[src/interval_timer_defines.vh]
// constants for the three channel interval timer
`ifndef INTERVAL_TIMER_DEFINES_VH
`define INTERVAL_TIMER_DEFINES_VH
// ***************
// port addresses
// ***************
`define IT_CNT0_ADDR 16'h0040
`define IT_CNT1_ADDR 16'h0041
`define IT_CNT2_ADDR 16'h0042
`define IT_CTRL_ADDR 16'h0043
`define IT_GATE_ADDR 16'h0061
// ***************
// control word fields
// ***************
`define IT_SEL_HI    7
`define IT_SEL_LO    6
`define IT_RW_HI     5
`define IT_RW_LO     4
`define IT_MODE_HI   3
`define IT_MODE_LO   1
`define IT_BCD_BIT   0
`define IT_SEL_RDBK  2'h3
`define IT_RW_LATCH  2'h0
`define IT_RW_LSB    2'h1
`define IT_RW_MSB    2'h2
`define IT_RW_BOTH   2'h3
`define IT_GATE_BIT  0
// ***************
// reset values and counts
// ***************
`define IT_CTRL_RST  6'h00
`define IT_CNT_RST   16'h0000
`define IT_OSC_DIV   12
`endif

[src/interval_timer.v]
// three channel 16-bit interval timer with host i/o port decode
// What this block does
// RULE1: three independent 16-bit down counters, binary or bcd, timer or counter use
// RULE2: all counters step on one count clock, oscillator divided by twelve
// RULE3: written bytes sit in holding latches, loaded on next count clock fall; modes 1, 5 wait for a trigger, running 2, 3 for period end
// RULE4: output latches capture low and high count bytes for host reads
// RULE5: latched status holds control bits, output level and null count flag
// RULE6: modes 0, 1, 4, 5 wrap past zero to ffff or 9999
// RULE7: modes 2 and 3 reload the initial count each period
// RULE8: tick counter output feeds the interrupt controller input zero
// RULE9: refresh pacing counter output paces dram refresh
// RULE10: tone counter drives speaker, gated by bit 0 of port 0061
// RULE11: gates of counters 0 and 1 tied high; counter 2 has all modes
// RULE12: ports 0040 to 0042 are counter data, 0043 is write-only control
// RULE13: control word resets that counter's logic and sets output level
// RULE14: host writes control word first, then count in selected format
// RULE15: new counts accepted anytime in the same format, mode kept
// RULE16: access formats are low only, high only, or low then high
// RULE17: control word write clears the input holding latches
// RULE18: control word has command bits 7:4, mode 3:1, bcd bit 0
// RULE19: bits 7:6 pick counter or read-back, bits 5:4 pick latch or format
// RULE20: mode 000 is 0, 001 is 1, x10 is 2, x11 is 3
// RULE21: read-back bit 5 low latches count, bit 4 low latches status
`include "interval_timer_defines.vh"
module interval_timer #(
  parameter OSC_DIV = `IT_OSC_DIV
) (
  // clock and reset
  input  wire        clk_i,
  input  wire        resetn_i,
  // oscillator, sampled as a level
  input  wire        system_oscillator_clock_i,
  // host i/o port
  input  wire [15:0] io_addr_i,
  input  wire        io_wr_i,
  input  wire        io_rd_i,
  input  wire [7:0]  io_wdata_i,
  output reg  [7:0]  io_rdata_o,
  output reg         io_rd_ack_o,
  // counter outputs
  output wire        timer_interrupt_input_o,
  output wire        refresh_pacing_o,
  output wire        tone_o
);

  // ****************************************
  // decode helpers
  // ****************************************
  function [2:0] mode_of;
    input [2:0] f;
    begin
      if (f[1])
        mode_of = {2'b01, f[0]};  // see RULE20
      else
        mode_of = {f[2], 1'b0, f[0]};
    end
  endfunction

  // bcd steps borrow digit by digit, so 0000 wraps to 9999
  function [15:0] dec_val;
    input [15:0] v;
    input        bcd;
    integer      k;
    reg          borrow;
    begin
      dec_val = v - 16'h0001;
      borrow  = 1'b1;
      if (bcd)
      begin
        dec_val = v;
        for (k = 0; k < 4; k = k + 1)
        begin
          if (borrow)
          begin
            if (v[4*k+:4] == 4'h0)
              dec_val[4*k+:4] = 4'h9;  // see RULE6
            else
            begin
              dec_val[4*k+:4] = v[4*k+:4] - 4'h1;
              borrow          = 1'b0;
            end
          end
        end
      end
    end
  endfunction

  // ****************************************
  // count clock divider
  // ****************************************
  reg       osc_d;
  reg [3:0] div_cnt;
  reg       ce;
  wire      osc_rise = system_oscillator_clock_i & ~osc_d;

  // divider end points, cut to the divider width on purpose
  localparam integer DIV_LAST_I = OSC_DIV - 1;
  localparam integer DIV_HALF_I = OSC_DIV / 2 - 1;
  localparam [3:0]   DIV_LAST   = DIV_LAST_I[3:0];
  localparam [3:0]   DIV_HALF   = DIV_HALF_I[3:0];

  // ce marks the falling edge of the divided count clock
  always @(posedge clk_i)
  begin
    if (!resetn_i)
    begin
      osc_d   <= 1'b0;
      div_cnt <= 4'h0;
      ce      <= 1'b0;
    end
    else
    begin
      osc_d <= system_oscillator_clock_i;
      ce    <= osc_rise && (div_cnt == DIV_HALF);  // see RULE2
      if (osc_rise)
        div_cnt <= (div_cnt == DIV_LAST) ? 4'h0 : div_cnt + 4'h1;
    end
  end

  // ****************************************
  // host port decode
  // ****************************************
  reg        tone_gate;
  wire       cw_wr   = io_wr_i && (io_addr_i == `IT_CTRL_ADDR);  // see RULE12
  wire [1:0] cw_sel  = io_wdata_i[`IT_SEL_HI:`IT_SEL_LO];  // see RULE19
  wire [1:0] cw_rw   = io_wdata_i[`IT_RW_HI:`IT_RW_LO];
  wire       dat_hit = (io_addr_i[15:2] == `IT_CNT0_ADDR >> 2) && (io_addr_i[1:0] != 2'h3);
  wire [1:0] dat_sel = io_addr_i[1:0];
  wire [2:0] gate_w  = {tone_gate, 2'b11};  // see RULE11
  wire [7:0] rd_byte [0:2];
  wire [2:0] out_w;

  always @(posedge clk_i)
  begin
    if (!resetn_i)
    begin
      tone_gate   <= 1'b0;
      io_rdata_o  <= 8'h00;
      io_rd_ack_o <= 1'b0;
    end
    else
    begin
      if (io_wr_i && io_addr_i == `IT_GATE_ADDR)
        tone_gate <= io_wdata_i[`IT_GATE_BIT];  // see RULE10
      // only data ports answer, so a stray read of a write-only port has no side effect
      io_rd_ack_o <= io_rd_i && dat_hit;
      if (io_rd_i && dat_hit)
        io_rdata_o <= rd_byte[dat_sel];
    end
  end

  // ****************************************
  // counter channels
  // ****************************************
  genvar g;
  generate
    for (g = 0; g < 3; g = g + 1)
    begin : chan
      // ****************************************
      // channel state
      // ****************************************
      reg  [5:0]  ctrl;
      reg  [15:0] count;  // see RULE1
      reg  [15:0] init;
      reg  [15:0] olr;
      reg  [7:0]  stat;
      reg         out;
      reg         nullc;
      reg         wphase;
      reg         rphase;
      reg         olr_v;
      reg         stat_v;
      reg         loaded;
      reg         pend;
      reg         trig;
      reg         gate_d;

      // ****************************************
      // channel decode
      // ****************************************
      wire        gate   = gate_w[g];
      wire        rise   = gate & ~gate_d;
      wire        trg    = trig | rise;
      wire [2:0]  m      = mode_of(ctrl[3:1]);
      wire [1:0]  fmt    = ctrl[5:4];
      wire        bcd    = ctrl[`IT_BCD_BIT];
      wire        m_hw   = (m == 3'd1) || (m == 3'd5);
      wire        m_per  = (m == 3'd2) || (m == 3'd3);
      wire        en     = m_hw | gate;
      wire        at_end = (m == 3'd3) ? (count == 16'h0002) : (count == 16'h0001);
      wire        dw     = io_wr_i && dat_hit && (dat_sel == g);
      wire        rd     = io_rd_i && dat_hit && (dat_sel == g);
      wire        rb     = cw_wr && (cw_sel == `IT_SEL_RDBK) && io_wdata_i[g+1];
      wire        lat_c  = (cw_wr && cw_sel == g && cw_rw == `IT_RW_LATCH) || (rb && !io_wdata_i[5]);
      wire        lat_s  = rb && !io_wdata_i[4];  // see RULE21
      wire        cw_me  = cw_wr && (cw_sel == g) && (cw_rw != `IT_RW_LATCH);
      wire        full   = dw && (fmt != `IT_RW_BOTH || wphase);
      wire        ld     = m_hw ? (trg && (loaded || pend))
                         : m_per ? (gate && ((pend && !loaded) || (trg && (loaded || pend))
                                             || (loaded && at_end)))
                         : (pend && !wphase);
      wire [15:0] src    = olr_v ? olr : count;
      wire        hi_b   = (fmt == `IT_RW_MSB) || (fmt == `IT_RW_BOTH && rphase);
      assign rd_byte[g] = stat_v ? stat : (hi_b ? src[15:8] : src[7:0]);  // see RULE4
      assign out_w[g]   = out;

      // ****************************************
      // channel registers
      // ****************************************
      always @(posedge clk_i)
      begin
        if (!resetn_i)
        begin
          ctrl   <= `IT_CTRL_RST;
          count  <= `IT_CNT_RST;
          init   <= `IT_CNT_RST;
          olr    <= `IT_CNT_RST;
          stat   <= 8'h00;
          out    <= 1'b0;
          nullc  <= 1'b1;
          wphase <= 1'b0;
          rphase <= 1'b0;
          olr_v  <= 1'b0;
          stat_v <= 1'b0;
          loaded <= 1'b0;
          pend   <= 1'b0;
          trig   <= 1'b0;
          // gates rest at their idle level so release brings no false edge
          gate_d <= (g != 2);
        end
        else if (cw_me)
        begin
          ctrl   <= io_wdata_i[5:0];  // see RULE18
          out    <= (mode_of(io_wdata_i[3:1]) != 3'd0);  // see RULE13
          init   <= `IT_CNT_RST;  // see RULE17
          nullc  <= 1'b1;
          wphase <= 1'b0;
          rphase <= 1'b0;
          olr_v  <= 1'b0;
          stat_v <= 1'b0;
          loaded <= 1'b0;
          pend   <= 1'b0;
          trig   <= 1'b0;
          gate_d <= gate;
        end
        else
        begin
          gate_d <= gate;
          // a gate edge landing on the consuming tick is kept
          if (rise)
            trig <= 1'b1;
          else if (ce)
            trig <= 1'b0;
          // gate low ends a pulse at once in the periodic modes
          if (m_per && !gate)
            out <= 1'b1;
          if (ce && ld)
          begin
            count  <= (m == 3'd3) ? {init[15:1], 1'b0} : init;  // see RULE3
            pend   <= 1'b0;
            nullc  <= 1'b0;
            loaded <= 1'b1;
            case (m)
              3'd1:    out <= 1'b0;
              3'd3:    out <= (loaded && at_end && !trg) ? ~out : 1'b1;  // see RULE7
              3'd5:    out <= out;
              3'd0:    out <= 1'b0;
              default: out <= 1'b1;
            endcase
          end
          else if (ce && loaded && en && !(m == 3'd0 && wphase))
          begin
            count <= (m == 3'd3) ? dec_val(dec_val(count, bcd), bcd) : dec_val(count, bcd);  // see RULE6
            case (m)
              3'd0, 3'd1: out <= out | (count == 16'h0001);
              3'd2:       out <= (count != 16'h0002);
              3'd3:       out <= out;
              default:    out <= (count != 16'h0001);
            endcase
          end
          // writes come after the tick so a new count is never lost
          if (dw)
          begin
            case (fmt)
              `IT_RW_LSB: init[7:0]  <= io_wdata_i;  // see RULE16
              `IT_RW_MSB: init[15:8] <= io_wdata_i;
              default:
              begin
                if (wphase)
                  init[15:8] <= io_wdata_i;
                else
                  init[7:0]  <= io_wdata_i;
                wphase <= ~wphase;
                if (!wphase && m == 3'd0)
                  out <= 1'b0;
              end
            endcase
          end
          if (full)
          begin
            pend  <= 1'b1;  // see RULE15
            nullc <= 1'b1;
            if (m == 3'd0)
              out <= 1'b0;
          end
          // a second latch before the read is ignored
          if (lat_c && !olr_v)
          begin
            olr   <= count;
            olr_v <= 1'b1;
          end
          if (lat_s && !stat_v)
          begin
            stat   <= {out, nullc, ctrl};  // see RULE5
            stat_v <= 1'b1;
          end
          if (rd)
          begin
            if (stat_v)
              stat_v <= 1'b0;
            else if (fmt == `IT_RW_BOTH)
            begin
              rphase <= ~rphase;
              if (rphase)
                olr_v <= 1'b0;
            end
            else
              olr_v <= 1'b0;
          end
        end
      end
    end
  endgenerate

  // ****************************************
  // system connections
  // ****************************************
  assign timer_interrupt_input_o = out_w[0];  // see RULE8
  assign refresh_pacing_o        = out_w[1];  // see RULE9
  assign tone_o                  = out_w[2];  // see RULE10

endmodule // interval_timer

[config.mk]
export PLATFORM = sky130hd
export DESIGN_NAME = interval_timer
export DESIGN_NICKNAME = d
export VERILOG_FILES = /design/src/interval_timer.v
export VERILOG_INCLUDE_DIRS = /design/src /design/src/src
export SDC_FILE = /design/constraint.sdc
export NUM_CORES = 1
export LEC_CHECK = 0
export ABC_AREA = 0
export BUFFER_PORTS_ARGS = -buffer_cell sky130_fd_sc_hd__buf_2
export CORE_ASPECT_RATIO = 1.5
export CORE_UTILIZATION = 60
export DETAILED_ROUTE_END_ITERATION = 10
export PLACE_DENSITY = 0.87
export SYNTH_ARGS = -nofsm -noshare
export SYNTH_HDL_FRONTEND = slang
export SYNTH_SLANG_ARGS = --single-unit
export TNS_END_PERCENT = 100
[constraint.sdc]
create_clock -name clk_i -period 4.7 [get_ports clk_i]
set_clock_uncertainty 0.05 [all_clocks]
set_input_delay 0.235 -clock clk_i [delete_from_list [all_inputs] [get_ports clk_i]]
set_output_delay 0.235 -clock clk_i [all_outputs]
set_load 0.05 [all_outputs]
==> results of run 1 <==
==> worst max-delay path by stage <==
stage          depth (start not counted)           endpoint        startpoint  slack [ns]
3_5_place_dp                          11  chan[2].count[12]  chan[2].count[0]        1.01
4_1_cts                               11  chan[2].count[12]  chan[2].count[0]        1.00
3_3_place_gp                          10  chan[1].count[14]  chan[1].count[0]        1.17
2_1_floorplan                         14  chan[2].count[12]  chan[2].count[0]        1.35
6_report                              11  chan[2].count[12]  chan[2].count[0]        0.90
5_1_grt                               11  chan[2].count[12]  chan[2].count[0]        0.51
==> layout make-up <==
type	count	area, um2	area share [%]
timing repair buffer	66	398	2.61
clock inverter	5	56.3	0.369
tap	315	394	2.59
multi-input combinational	1408	9010	59.1
inverter	38	145	0.952
clock buffer	33	673	4.42
sequential	228	4560	29.9
==> power breakdown <==
part | total [mW] | internal (mW) | switching, mW
combinational | 0.113 | 0.0249 | 0.0879
sequential | 1.94 | 1.93 | 0.00334
clock | 1.82 | 1.05 | 0.777
total | 3.87 | 3.00 | 0.869
==> registers in the layout, summed over array words and instances (netlist names), 3 cells and up <==
| register | cells |
|---|---|
| chan.olr_v | 3 |
| io_rdata_o | 8 |
| chan.init | 48 |
| chan.olr | 48 |
| chan.stat_v | 3 |
| chan.ctrl | 18 |
| chan.pend | 3 |
| chan.stat | 24 |
| chan.rphase | 3 |
| chan.wphase | 3 |
| chan.nullc | 3 |
| chan.count | 48 |
| chan.loaded | 3 |
| div_cnt | 4 |
==> logic make-up (layout without fill, tap and decap cells) <==
group                      after synthesis  in the layout  synth area share, %
buffers and inverters                  182            142                 5.06
adders and majority gates               28             28                 2.45
and+or+nand+nor                        718            718                 24.6
xor gates and xnor gates                46             46                 2.82
AOI/OAI and AO/OA                      484            484                 21.7
DFF                                    228            228                 31.9
muxes                                  132            132                 11.4
==> critical path: stages, from the launching register on <==
cell      delay [ns]
dfxtp_1         0.56
inv_1           0.18
ha_1            0.46
a31oi_1         0.39
ha_1            0.31
nand2b_1        0.07
a21oi_1         0.37
nand3_1         0.30
mux2_2          0.37
nor4b_1         0.31
xor2_1          0.18
o22ai_1         0.09
==> placed cells by master, fill, tap and decap left out, types with 9 or more instances in the layout <==
master and instances:
nand2_1 252, mux2i_1 100, dfxtp_1 228, o21ai_0 73
xor2_1 16, buf_2 40, clkbuf_16 23, nor4_1 19
buf_4 25, o22ai_1 19, and3_1 16, nand2b_1 25
o21a_1 12, a31oi_1 24, o211ai_1 16, a211oi_1 21
ha_1 28, nand3_1 39, nand4b_1 10, inv_1 37
a22oi_1 17, a21oi_1 179, nand4_1 11, mux4_2 24
or3_1 21, o31ai_1 15, nor2b_1 11, xnor2_1 30
nor2_1 177, and2_1 9, nor3_1 48, or4_1 15
or2_2 11
==> layer usage <==
| metal | vias up | track usage, % | wire length, um |
|---|---|---|---|
| li1 | 6485 | - | - |
| met1 | 6695 | 40.6 | 16100 |
| met2 | 786 | 63.3 | 21900 |
| met3 | 219 | 4.70 | 3620 |
| met4 | 0 | 28.4 | 3630 |
| met5 | - | 0 | 0 |
==> through the flow <==
step	cells	area (um2)	hold slack, ns	worst slack [ns]	util [%]
2_1_floorplan	1818	14300	0.312	1.35	-
3_3_place_gp	2054	14500	0.385	1.17	62.4
3_5_place_dp	2054	14500	0.394	1.01	62.4
4_1_cts	2093	15200	0.0679	1.00	65.6
5_1_grt	2093	15200	0.0942	0.513	65.6
6_report	2093	15200	0.0706	0.897	65.6
==> timing repair <==
action / 4_1_cts / 5_1_grt
hold buffers: 1 / 0
hold endpoints to repair: 1 / 0
resized for setup: 0 / 0
==> metrics.md, run 1 <==
| Metric | Value |
|---|---|
| Initial Util | between 60% and 70% |
| CTS H-tree depth | 1 |
| Yosys top cell by area | dfxtp_1 |
| Max VDD drop | between 200 and 300 uV |
| Critical path peak fanout | 19 |
| #FFs+latches synth | about 230 |
| Worst-margin pin slew | 1.30 ns |
| Max cap viols | 0 |
| Hold Crit Endpoint | io_rd_ack_o |
| Final #Nets | roughly 1800 |
| Global-route wire length before repair | around 70 mm |
| Area Overhead vs Synth | 6.69% |
| Worst r2r src | chan[2].count[0] |
| Clock Latency Late Sink | around 0.51 ns |
| # diodes | 0 |
| Mapped Cells | 1818 |
| Post-CTS Setup Bufs | 0 |
| Reg2Reg Depth | 11 |
| Routed len/inst | ~22 um |
| Crit path kind | flip-flop to flip-flop |
| Slew margin rel. | 12.5% |
| Row count | between 60 and 70 |
| CTS buffer count | 22 |
| Min-delay src | io_addr_i[2] |
| Final hold violation count | 0 |
| Top FF cell, synth | dfxtp_1 |
| Internal reg-to-reg setup slack | around 0.9 ns |
| Clk sinks | roughly 230 |
| Vias in the first global route | ~13000 |
| Total grt overflow | 0 |
| Number of synthesized flops with an enable pin | 0 |
| Hpwl dp | 32.0 mm |
| Setup TNS | 0 ns |
| Max Clock Freq | between 0.2 and 0.3 GHz |
| Antenna Nets Post-Route | 0 |
| Synth top cells by count | nand2_1 (252), dfxtp_1 (228), a21oi_1 (179), nor2_1 (177), clkbuf_1 (126) |
| Drt drc | 0 |
| Total track usage | 36.6% |
| Outcome | complete, no violations |
| FF-to-FF End | chan[2].count[12] |
| Element type at the critical path start | flip-flop |
| CTS Buffer Depth | 3 |
| Final setup vio count | 0 |
| DRT Wirelength | between 40 and 50 mm |
| Count leader, synth | nand2_1 |
| Post-synth top area share | between 30% and 40% |
| CP Capture Type | flip-flop |
| Worst hold stages | 4 |
| Initial detailed-routing violation count | 1525 |
| Die Y | 191 um |
| RSZ-0062 raised after global routing | false |
| Crit path arrival time | between 4 and 5 ns |
| CTS tree | yes |
| Crit share post-route | about four fifths |
| Layout cells sized above 1 | slightly below 10% |
| Final GP Congestion | just over 1 |
| First-pass detailed-route iteration total | 6 |
| Synthesized cell area | 14300 um2 |
| Pin count of the biggest net entering global routing | slightly below 60 |
| Via density | between 6 and 7 |
| Synth area leaders | dfxtp_1 (32%), mux2i_1 (7.0%), nand2_1 (6.6%), a21oi_1 (6.3%), nor2_1 (4.6%) |
| Total vias in the final route | 14200 |
| Core area | around 23000 um2 |
| Netlist cell types | a little over 90 |
| Die area | 24400 um2 |
| Hold Crit Class | primary input to flip-flop |
| P_leak | between 5 and 6 nW |
| Warnings from Yosys | 0 |
| Filler cells | 1828 |
| Syn avg cell area | a little under 8 um2 |
| Die width | about 130 um |
| WP data required | between 5 and 6 ns |
| I/O Pins | a little over 40 |
| PwrDens | roughly 250 nW/um2 |
| Mapped Nets | around 1900 |
| Register area share after synthesis | roughly a third |
| PortBufs | 40 |
| Power, Total | about 3.9 mW |
| Post-layout minimum cycle time | ~3.8 ns |
| FFs w/ async S/R, synth | 0% |
| Reg clk slew, reported paths | approximately 0.07 ns |
| Final Max Slew Viols | 0 |
| Antenna violations before repair | 0 |
| Root buffer cell | clkbuf_16 |
(Power assumes the default switching activity.)
==> run 2: changes to the inputs <==
--- a/config.mk
+++ b/config.mk
@@ -6,7 +6,7 @@
 export SDC_FILE = /design/constraint.sdc
 export NUM_CORES = 1
 export LEC_CHECK = 0
-export ABC_AREA = 0
+export ABC_AREA = 1
 export BUFFER_PORTS_ARGS = -buffer_cell sky130_fd_sc_hd__buf_2
 export CORE_ASPECT_RATIO = 1.5
 export CORE_UTILIZATION = 60
==> constraint.sdc (replaced) <==
create_clock -name clk_i -period 3.9 [get_ports clk_i]
set_clock_uncertainty 0.05 [all_clocks]
set_input_delay 0.195 -clock clk_i [delete_from_list [all_inputs] [get_ports clk_i]]
set_output_delay 0.195 -clock clk_i [all_outputs]
set_load 0.05 [all_outputs]
==> metrics.md, run 2 <==
| Metric | Value |
|---|---|
| Number of synthesized flops with an enable pin | 0 |
| Synth area leaders | dfxtp_1 (31%), nand2_1 (15%), nor2_1 (6.5%), inv_1 (5.7%), nand3_1 (5.6%) |
| FFs w/ async S/R, synth | 0% |
| Max cap viols | 0 |
| Mapped Nets | ~2400 |
| Critical path peak fanout | 12 |
| Post-layout minimum cycle time | about 3.1 ns |
| Final #Nets | approximately 2400 |
| Final GP Congestion | 1.01 |
| Syn avg cell area | roughly 6.5 um2 |
| Min-delay src | io_addr_i[4] |
| CP Launch Point | chan[2].count[0] |
| Crit path arrival time | 3.47 ns |
| Reg clk slew, reported paths | 0.06 ns |
| Crit path top cell by count | nand2_1 |
| First-pass detailed-route iteration total | 8 |
| Final setup vio count | 0 |
| Clock Latency Late Sink | ~0.51 ns |
| Int Power | 3.62 mW |
| DRT Wirelength | between 40 and 50 mm |
| Max Clock Freq | ~0.33 GHz |
| Sw Ratio | between 20% and 30% |
| Via density | just over 6 |
| Count leader, synth | nand2_1 |
| Initial Util | ~61% |
| Root buffer cell | clkbuf_16 |
| Row count | 70 |
| Reg2Reg Depth | 20 |
| Grt met1 use | around two fifths |
| Global-route wire length before repair | between 70 and 80 mm |
| Final core occ | between 60% and 70% |
| Post-cts resize count | 0 |
| Area Overhead vs Synth | 7.17% |
| Core area | 24400 um2 |
| WP data required | 4.30 ns |
| Routed len/inst | 17.8 um |
| Antenna violations before repair | 0 |
| I/O Pins | slightly above 40 |
| Post-CTS Hold Fix Bufs | 5 |
| M3 GR Usage | roughly 5.5% |
| Post-synth top area share | slightly above 30% |
| Max VDD drop | about 350 uV |
| Netlist cell types | 57 |
| Layout cells sized above 1 | 8.53% |
| P_leak | 7.19 nW |
| Element type at the critical path start | flip-flop |
| P_sw | between 1 and 1.5 mW |
| Hold Crit Endpoint | chan[2].gate |
| Synth top cells by count | nand2_1 (592), nor2_1 (261), dfxtp_1 (228), inv_1 (227), nand3_1 (166) |
| Warnings from Yosys | 0 |
| Hold Crit Class | primary input to flip-flop |
| Sequential Power Share | about 50% |
| Worst r2r src | chan[2].count[0] |
| CP Capture Type | flip-flop |
| # diodes | 0 |
| #FFs+latches synth | ~230 |
| RSZ-0062 raised after global routing | false |
| CTS tree | yes |
| Met2 Usage GRT | 63.0% |
| CTS buffer count | 23 |
| Post-CTS Setup Bufs | 0 |
| Top flop regs | chan.count x48, chan.init x48, chan.olr x48 |
| Clk sinks | about 230 |
| Clock power frac | a little under half |
| Worst hold stages | 4 |
| CTS Buffer Depth | 3 |
| Crit-path cells | inv_1 > ha_1 > nand2_4 > nor2_4 > inv_1 > nand2_1 > nand2_1 > nand2_1 > nand2_1 > nor2_4 > nand2_1 > nor2_2 > nand2_1 > nand2_1 > nand3_1 > nand2_1 > nand2_1 > nand2_1 > nand2_1 > a21oi_2 |
| Total grt overflow | 0 |
| Register area share after synthesis | between 30% and 40% |
| Antenna Nets Post-Route | 0 |
| Top FF cell, synth | dfxtp_1 |
| Die width | 131 um |
| Gate power share | 2.9% |
| Initial detailed-routing violation count | around 1400 |
| Yosys top cell by area | dfxtp_1 |
| Crit path kind | flip-flop to flip-flop |
| Internal reg-to-reg setup slack | 0.83 ns |
| Total track usage | a little under two fifths |
| CP max-delay cell | dfxtp_1 |
| Final hold violation count | 0 |
| Setup TNS | 0 ns |
| Most used routing layer | met2 |
| Most common cell after layout, fill and taps aside | nand2_1 |
| Slew margin rel. | a little over a third |
| CTS H-tree depth | 1 |
| Most frequent cells in the layout | nand2_1 (592), nor2_1 (261), dfxtp_1 (228) |
| Largest stage delay, worst path | around 0.38 ns |
| Fin cells | 2646 |
| Die area | 25600 um2 |
| PortBufs | 40 |
| FF-to-FF End | chan[2].count[15] |
| Outcome | complete, no violations |
| Placed instance count | between 2000 and 3000 |
| PwrDens | between 200 and 300 nW/um2 |
| Pin count of the biggest net entering global routing | 85 |
| Die Y | approximately 200 um |
| Hpwl dp | roughly 35 mm |
| Crit share post-route | ~79% |
| Worst-margin pin slew | between 0.9 and 1 ns |
| Drt drc | 0 |
| Final Max Slew Viols | 0 |
| Synthesized cell area | 15000 um2 |
| Mapped Cells | roughly 2300 |
| Vias in the first global route | roughly 15000 |
| Total vias in the final route | 16200 |
run 2: critical path: cells and delay by family (launching register included):
family	cells	cell delay, ns
buffers and inverters	2	0.33
AOI/OAI and AO/OA	1	0.10
and+or+nand+nor	16	1.82
DFF	1	0.38
adders and majority gates	1	0.32
run 2: logic make-up after synthesis:
family                     share of synthesized area, %
DFF                                                30.5
xor gates and xnor gates                           1.86
adders and majority gates                          2.34
buffers and inverters                              9.63
AOI/OAI and AO/OA                                  22.1
and+or+nand+nor                                    33.6
run 2: through the flow:
step | cell area, um2 | hold WS [ns] | total power, mW | setup WS (ns)
floorplan | 15000 | 0.243 | 2.45 | 1.55
global placement | 15300 | 0.350 | 2.51 | 0.998
detailed placement | 15300 | 0.360 | 2.51 | 0.869
CTS | 16000 | 0.00499 | 4.66 | 0.893
global route | 16000 | 0.0326 | 4.77 | 0.600
finish | 16000 | 0.0103 | 4.67 | 0.826
run 2: how the worst max path moves through the flow:
stage                             end  slack (ns)
finish              chan[2].count[15]        0.83
global route        chan[2].count[13]        0.60
CTS                 chan[2].count[15]        0.89
detailed placement     chan[0].olr[2]        0.87
global placement       chan[1].olr[0]         1.0
floorplan           chan[1].count[11]        1.55
run 2: layout make-up:
type / count / area (um2)
Clock inverter: 11 / 116
Fill cell: 2166 / 8400
Clock buffer: 29 / 618
Timing Repair Buffer: 65 / 400
Tap cell: 324 / 405
Inverter: 258 / 968
Sequential cell: 228 / 4560
Multi-Input combinational cell: 1731 / 8960
run 2: routing by layer:
metal / up-vias / part of all wire, %
met5: - / 0
met4: 0 / 8.8
met3: 285 / 7.0
met2: 839 / 48
met1: 7415 / 36
li1: 7701 / -
run 2: power by group through the flow:
stage	Sequential (mW)	Combinational (mW)	Clock (mW)
2_1_floorplan	2.38	0.0706	0
3_3_place_gp	2.38	0.126	0
3_5_place_dp	2.38	0.127	0
4_1_cts	2.33	0.132	2.19
5_1_grt	2.33	0.142	2.29
6_report	2.33	0.137	2.20
==> run 3: changes to the inputs <==
==> constraint.sdc (replaced) <==
create_clock -name clk_i -period 3.17 [get_ports clk_i]
set_clock_uncertainty 0.05 [all_clocks]
set_input_delay 0.1585 -clock clk_i [delete_from_list [all_inputs] [get_ports clk_i]]
set_output_delay 0.1585 -clock clk_i [all_outputs]
set_load 0.05 [all_outputs]
==> metrics.md, run 3 (synthesis gave the netlist of run 2 again) <==
| Metric | Value |
|---|---|
| Outcome | complete, no violations |
| Die Y | 195 um |
| CTS buffer count | 23 |
| Gate power share | approximately 3.0% |
| Element type at the critical path start | flip-flop |
| Number of cells on the critical path | 16 |
| Crit share post-route | 90.5% |
| Setup WS post-layout | approximately 0.30 ns |
| CP endpoint | chan[1].count[14] |
| Fin cells | roughly 2700 |
| Crit path kind | flip-flop to flip-flop |
| Sw Ratio | approximately 23% |
| Final Max Slew Viols | 0 |
| Top flop regs | chan.count x48, chan.init x48, chan.olr x48 |
| Total track usage | between 30% and 40% |
| Multi-input gate area | between 8000 and 9000 um2 |
| Core area | 24400 um2 |
| WP buf/inv | 1 |
| Top delay family on crit path | simple AND/OR/NAND/NOR gates |
| Vias in the first global route | around 15000 |
| Initial detailed-routing violation count | 1401 |
| Initial Util | 61.2% |
| Worst r2r src | chan[1].count[0] |
| CP max-delay cell | dfxtp_1 |
| Row count | 70 |
| Slew margin rel. | 39.3% |
| WP data required | between 3 and 4 ns |
| Int Power | ~4.5 mW |
| Die area | 25600 um2 |
| Storage cell area | ~4600 um2 |
| Most frequent cells in the layout | nand2_1 (592), nor2_1 (261), dfxtp_1 (228) |
| Internal reg-to-reg setup slack | about 0.3 ns |
| Final #Nets | about 2400 |
| CTS tree | yes |
| Total vias in the final route | between 15000 and 20000 |
| Setup TNS | 0 ns |
| Die width | approximately 130 um |
| Final core occ | 66.6% |
| Reg2Reg Depth | 16 |
| Sequential Power Share | approximately half |
| # diodes | 0 |
| Global-route wire length before repair | about 78 mm |
| Hold Crit Class | primary input to flip-flop |
| Pin count of the biggest net entering global routing | 85 |
| Clock Latency Late Sink | ~0.53 ns |
| Worst-margin pin slew | between 0.9 and 1 ns |
| FF-to-FF End | chan[1].count[14] |
| DRT Wirelength | about 48 mm |
| Clock power frac | between 40% and 50% |
| Root buffer cell | clkbuf_16 |
| First-pass detailed-route iteration total | 6 |
| Placed cell areas | about 15000 um2 |
| Drt drc | 0 |
| PwrDens | 358 nW/um2 |
| Via density | 6.07 |
| Post-Place Setup Slack | a little under 0.4 ns |
| Largest stage delay, worst path | roughly 0.47 ns |
| Crit path arrival time | ~3.3 ns |
| P_leak | roughly 7.3 nW |
| Layout cells sized above 1 | between 9 and 10% |
| Area Overhead vs Synth | 8.81% |
| CTS Buffer Depth | 3 |
| Crit path top cell by count | nand2_1 |
| Total grt overflow | 0 |
| Max VDD drop | roughly 380 uV |
| I/O Pins | 41 |
| CP Launch Point | chan[1].count[0] |
| Max Clock Freq | about 0.35 GHz |
| Antenna violations before repair | 1 |
| Clk sinks | 228 |
| Final GP Congestion | ~0.97 |
| Placed instance count | between 2000 and 3000 |
| Final setup vio count | 0 |
| PortBufs | 40 |
| CP Capture Type | flip-flop |
| Post-layout minimum cycle time | between 2 and 3 ns |
| Reg clk slew, reported paths | around 0.06 ns |
| CTS H-tree depth | 1 |
| Final hold violation count | 0 |
| Max cap viols | 0 |
| Crit-path cells | inv_1 > ha_1 > xor2_1 > nand2_1 > nand3_1 > nor2_2 > nand3_2 > nor2_1 > nand3_1 > nand2_1 > nand2_1 > nand2_1 > nand2_1 > nand3_1 > nand2_1 > a21oi_1 |
| Hpwl dp | 36.0 mm |
| Most common cell after layout, fill and taps aside | nand2_1 |
| P_sw | 1.34 mW |
| Filler cells | between 2000 and 2500 |
| Critical path peak fanout | 7 |
| Antenna Nets Post-Route | 0 |
| RSZ-0062 raised after global routing | false |
| Routed len/inst | roughly 18 um |
| Design area | 16300 um2 |
==> run 3: how the worst min path moves through the flow <==
| stage | start | to | slack, ns | cells past startpoint |
|---|---|---|---|---|
| 6_report | io_addr_i[12] | io_rd_ack_o | 0.04 | 6 |
| 2_1_floorplan | system_oscillator_clock_i | osc_d | 0.21 | 2 |
| 4_1_cts | io_addr_i[12] | io_rd_ack_o | 0.01 | 6 |
| 3_3_place_gp | system_oscillator_clock_i | osc_d | 0.32 | 3 |
| 5_1_grt | io_wdata_i[7] | chan[1].ctrl[4] | 0.06 | 4 |
| 3_5_place_dp | system_oscillator_clock_i | osc_d | 0.33 | 3 |
==> run 3: metrics by stage <==
| stage | power [mW] | hold slack [ns] |
|---|---|---|
| after floorplan | 3.02 | 0.206 |
| after detailed placement | 3.09 | 0.326 |
| final | 5.83 | 0.0383 |
| after CTS | 5.83 | 0.0123 |
| after global routing | 5.95 | 0.0609 |
| after global placement | 3.09 | 0.317 |
==> run 3: repair_timing <==
item                                    4_1_cts  5_1_grt
resized for setup                             0        1
buffers inserted                              0        1
endpoints found under the setup margin        0        3
hold buffers                                  6        0
endpoints found under the hold margin        10        0
==> run 3: area by class of cell <==
| cell class | count | area share (%) |
|---|---|---|
| tap | 324 | 2.49 |
| sequential | 228 | 28.0 |
| clock inverter | 10 | 0.699 |
| clock buffer | 28 | 3.90 |
| inverter | 258 | 5.95 |
| multi-input combinational | 1731 | 55.1 |
| timing repair buffer | 95 | 3.86 |
==> run 3: power groups by stage <==
stage,sequential [mW],clock [mW],combinational [mW]
after floorplan,2.93,0,0.0869
after global placement,2.93,0,0.156
after detailed placement,2.93,0,0.161
after CTS,2.87,2.80,0.167
after global routing,2.87,2.90,0.182
final,2.87,2.79,0.173
==> run 3: tightest hold or removal path, cell delays in order <==
cell and delay, ns:
buf_2 0.07, nor2_1 0.03, nand2_1 0.06, nor3_2 0.05, nand2_1 0.12, nor4_1 0.07
==> run 3: metal layers <==
metal / global-route usage, % / share of wire (%)
met1: 42.7 / 36
met3: 7.48 / 7.2
met2: 63.5 / 48
met4: 32.7 / 9.5
met5: 0 / 0.023
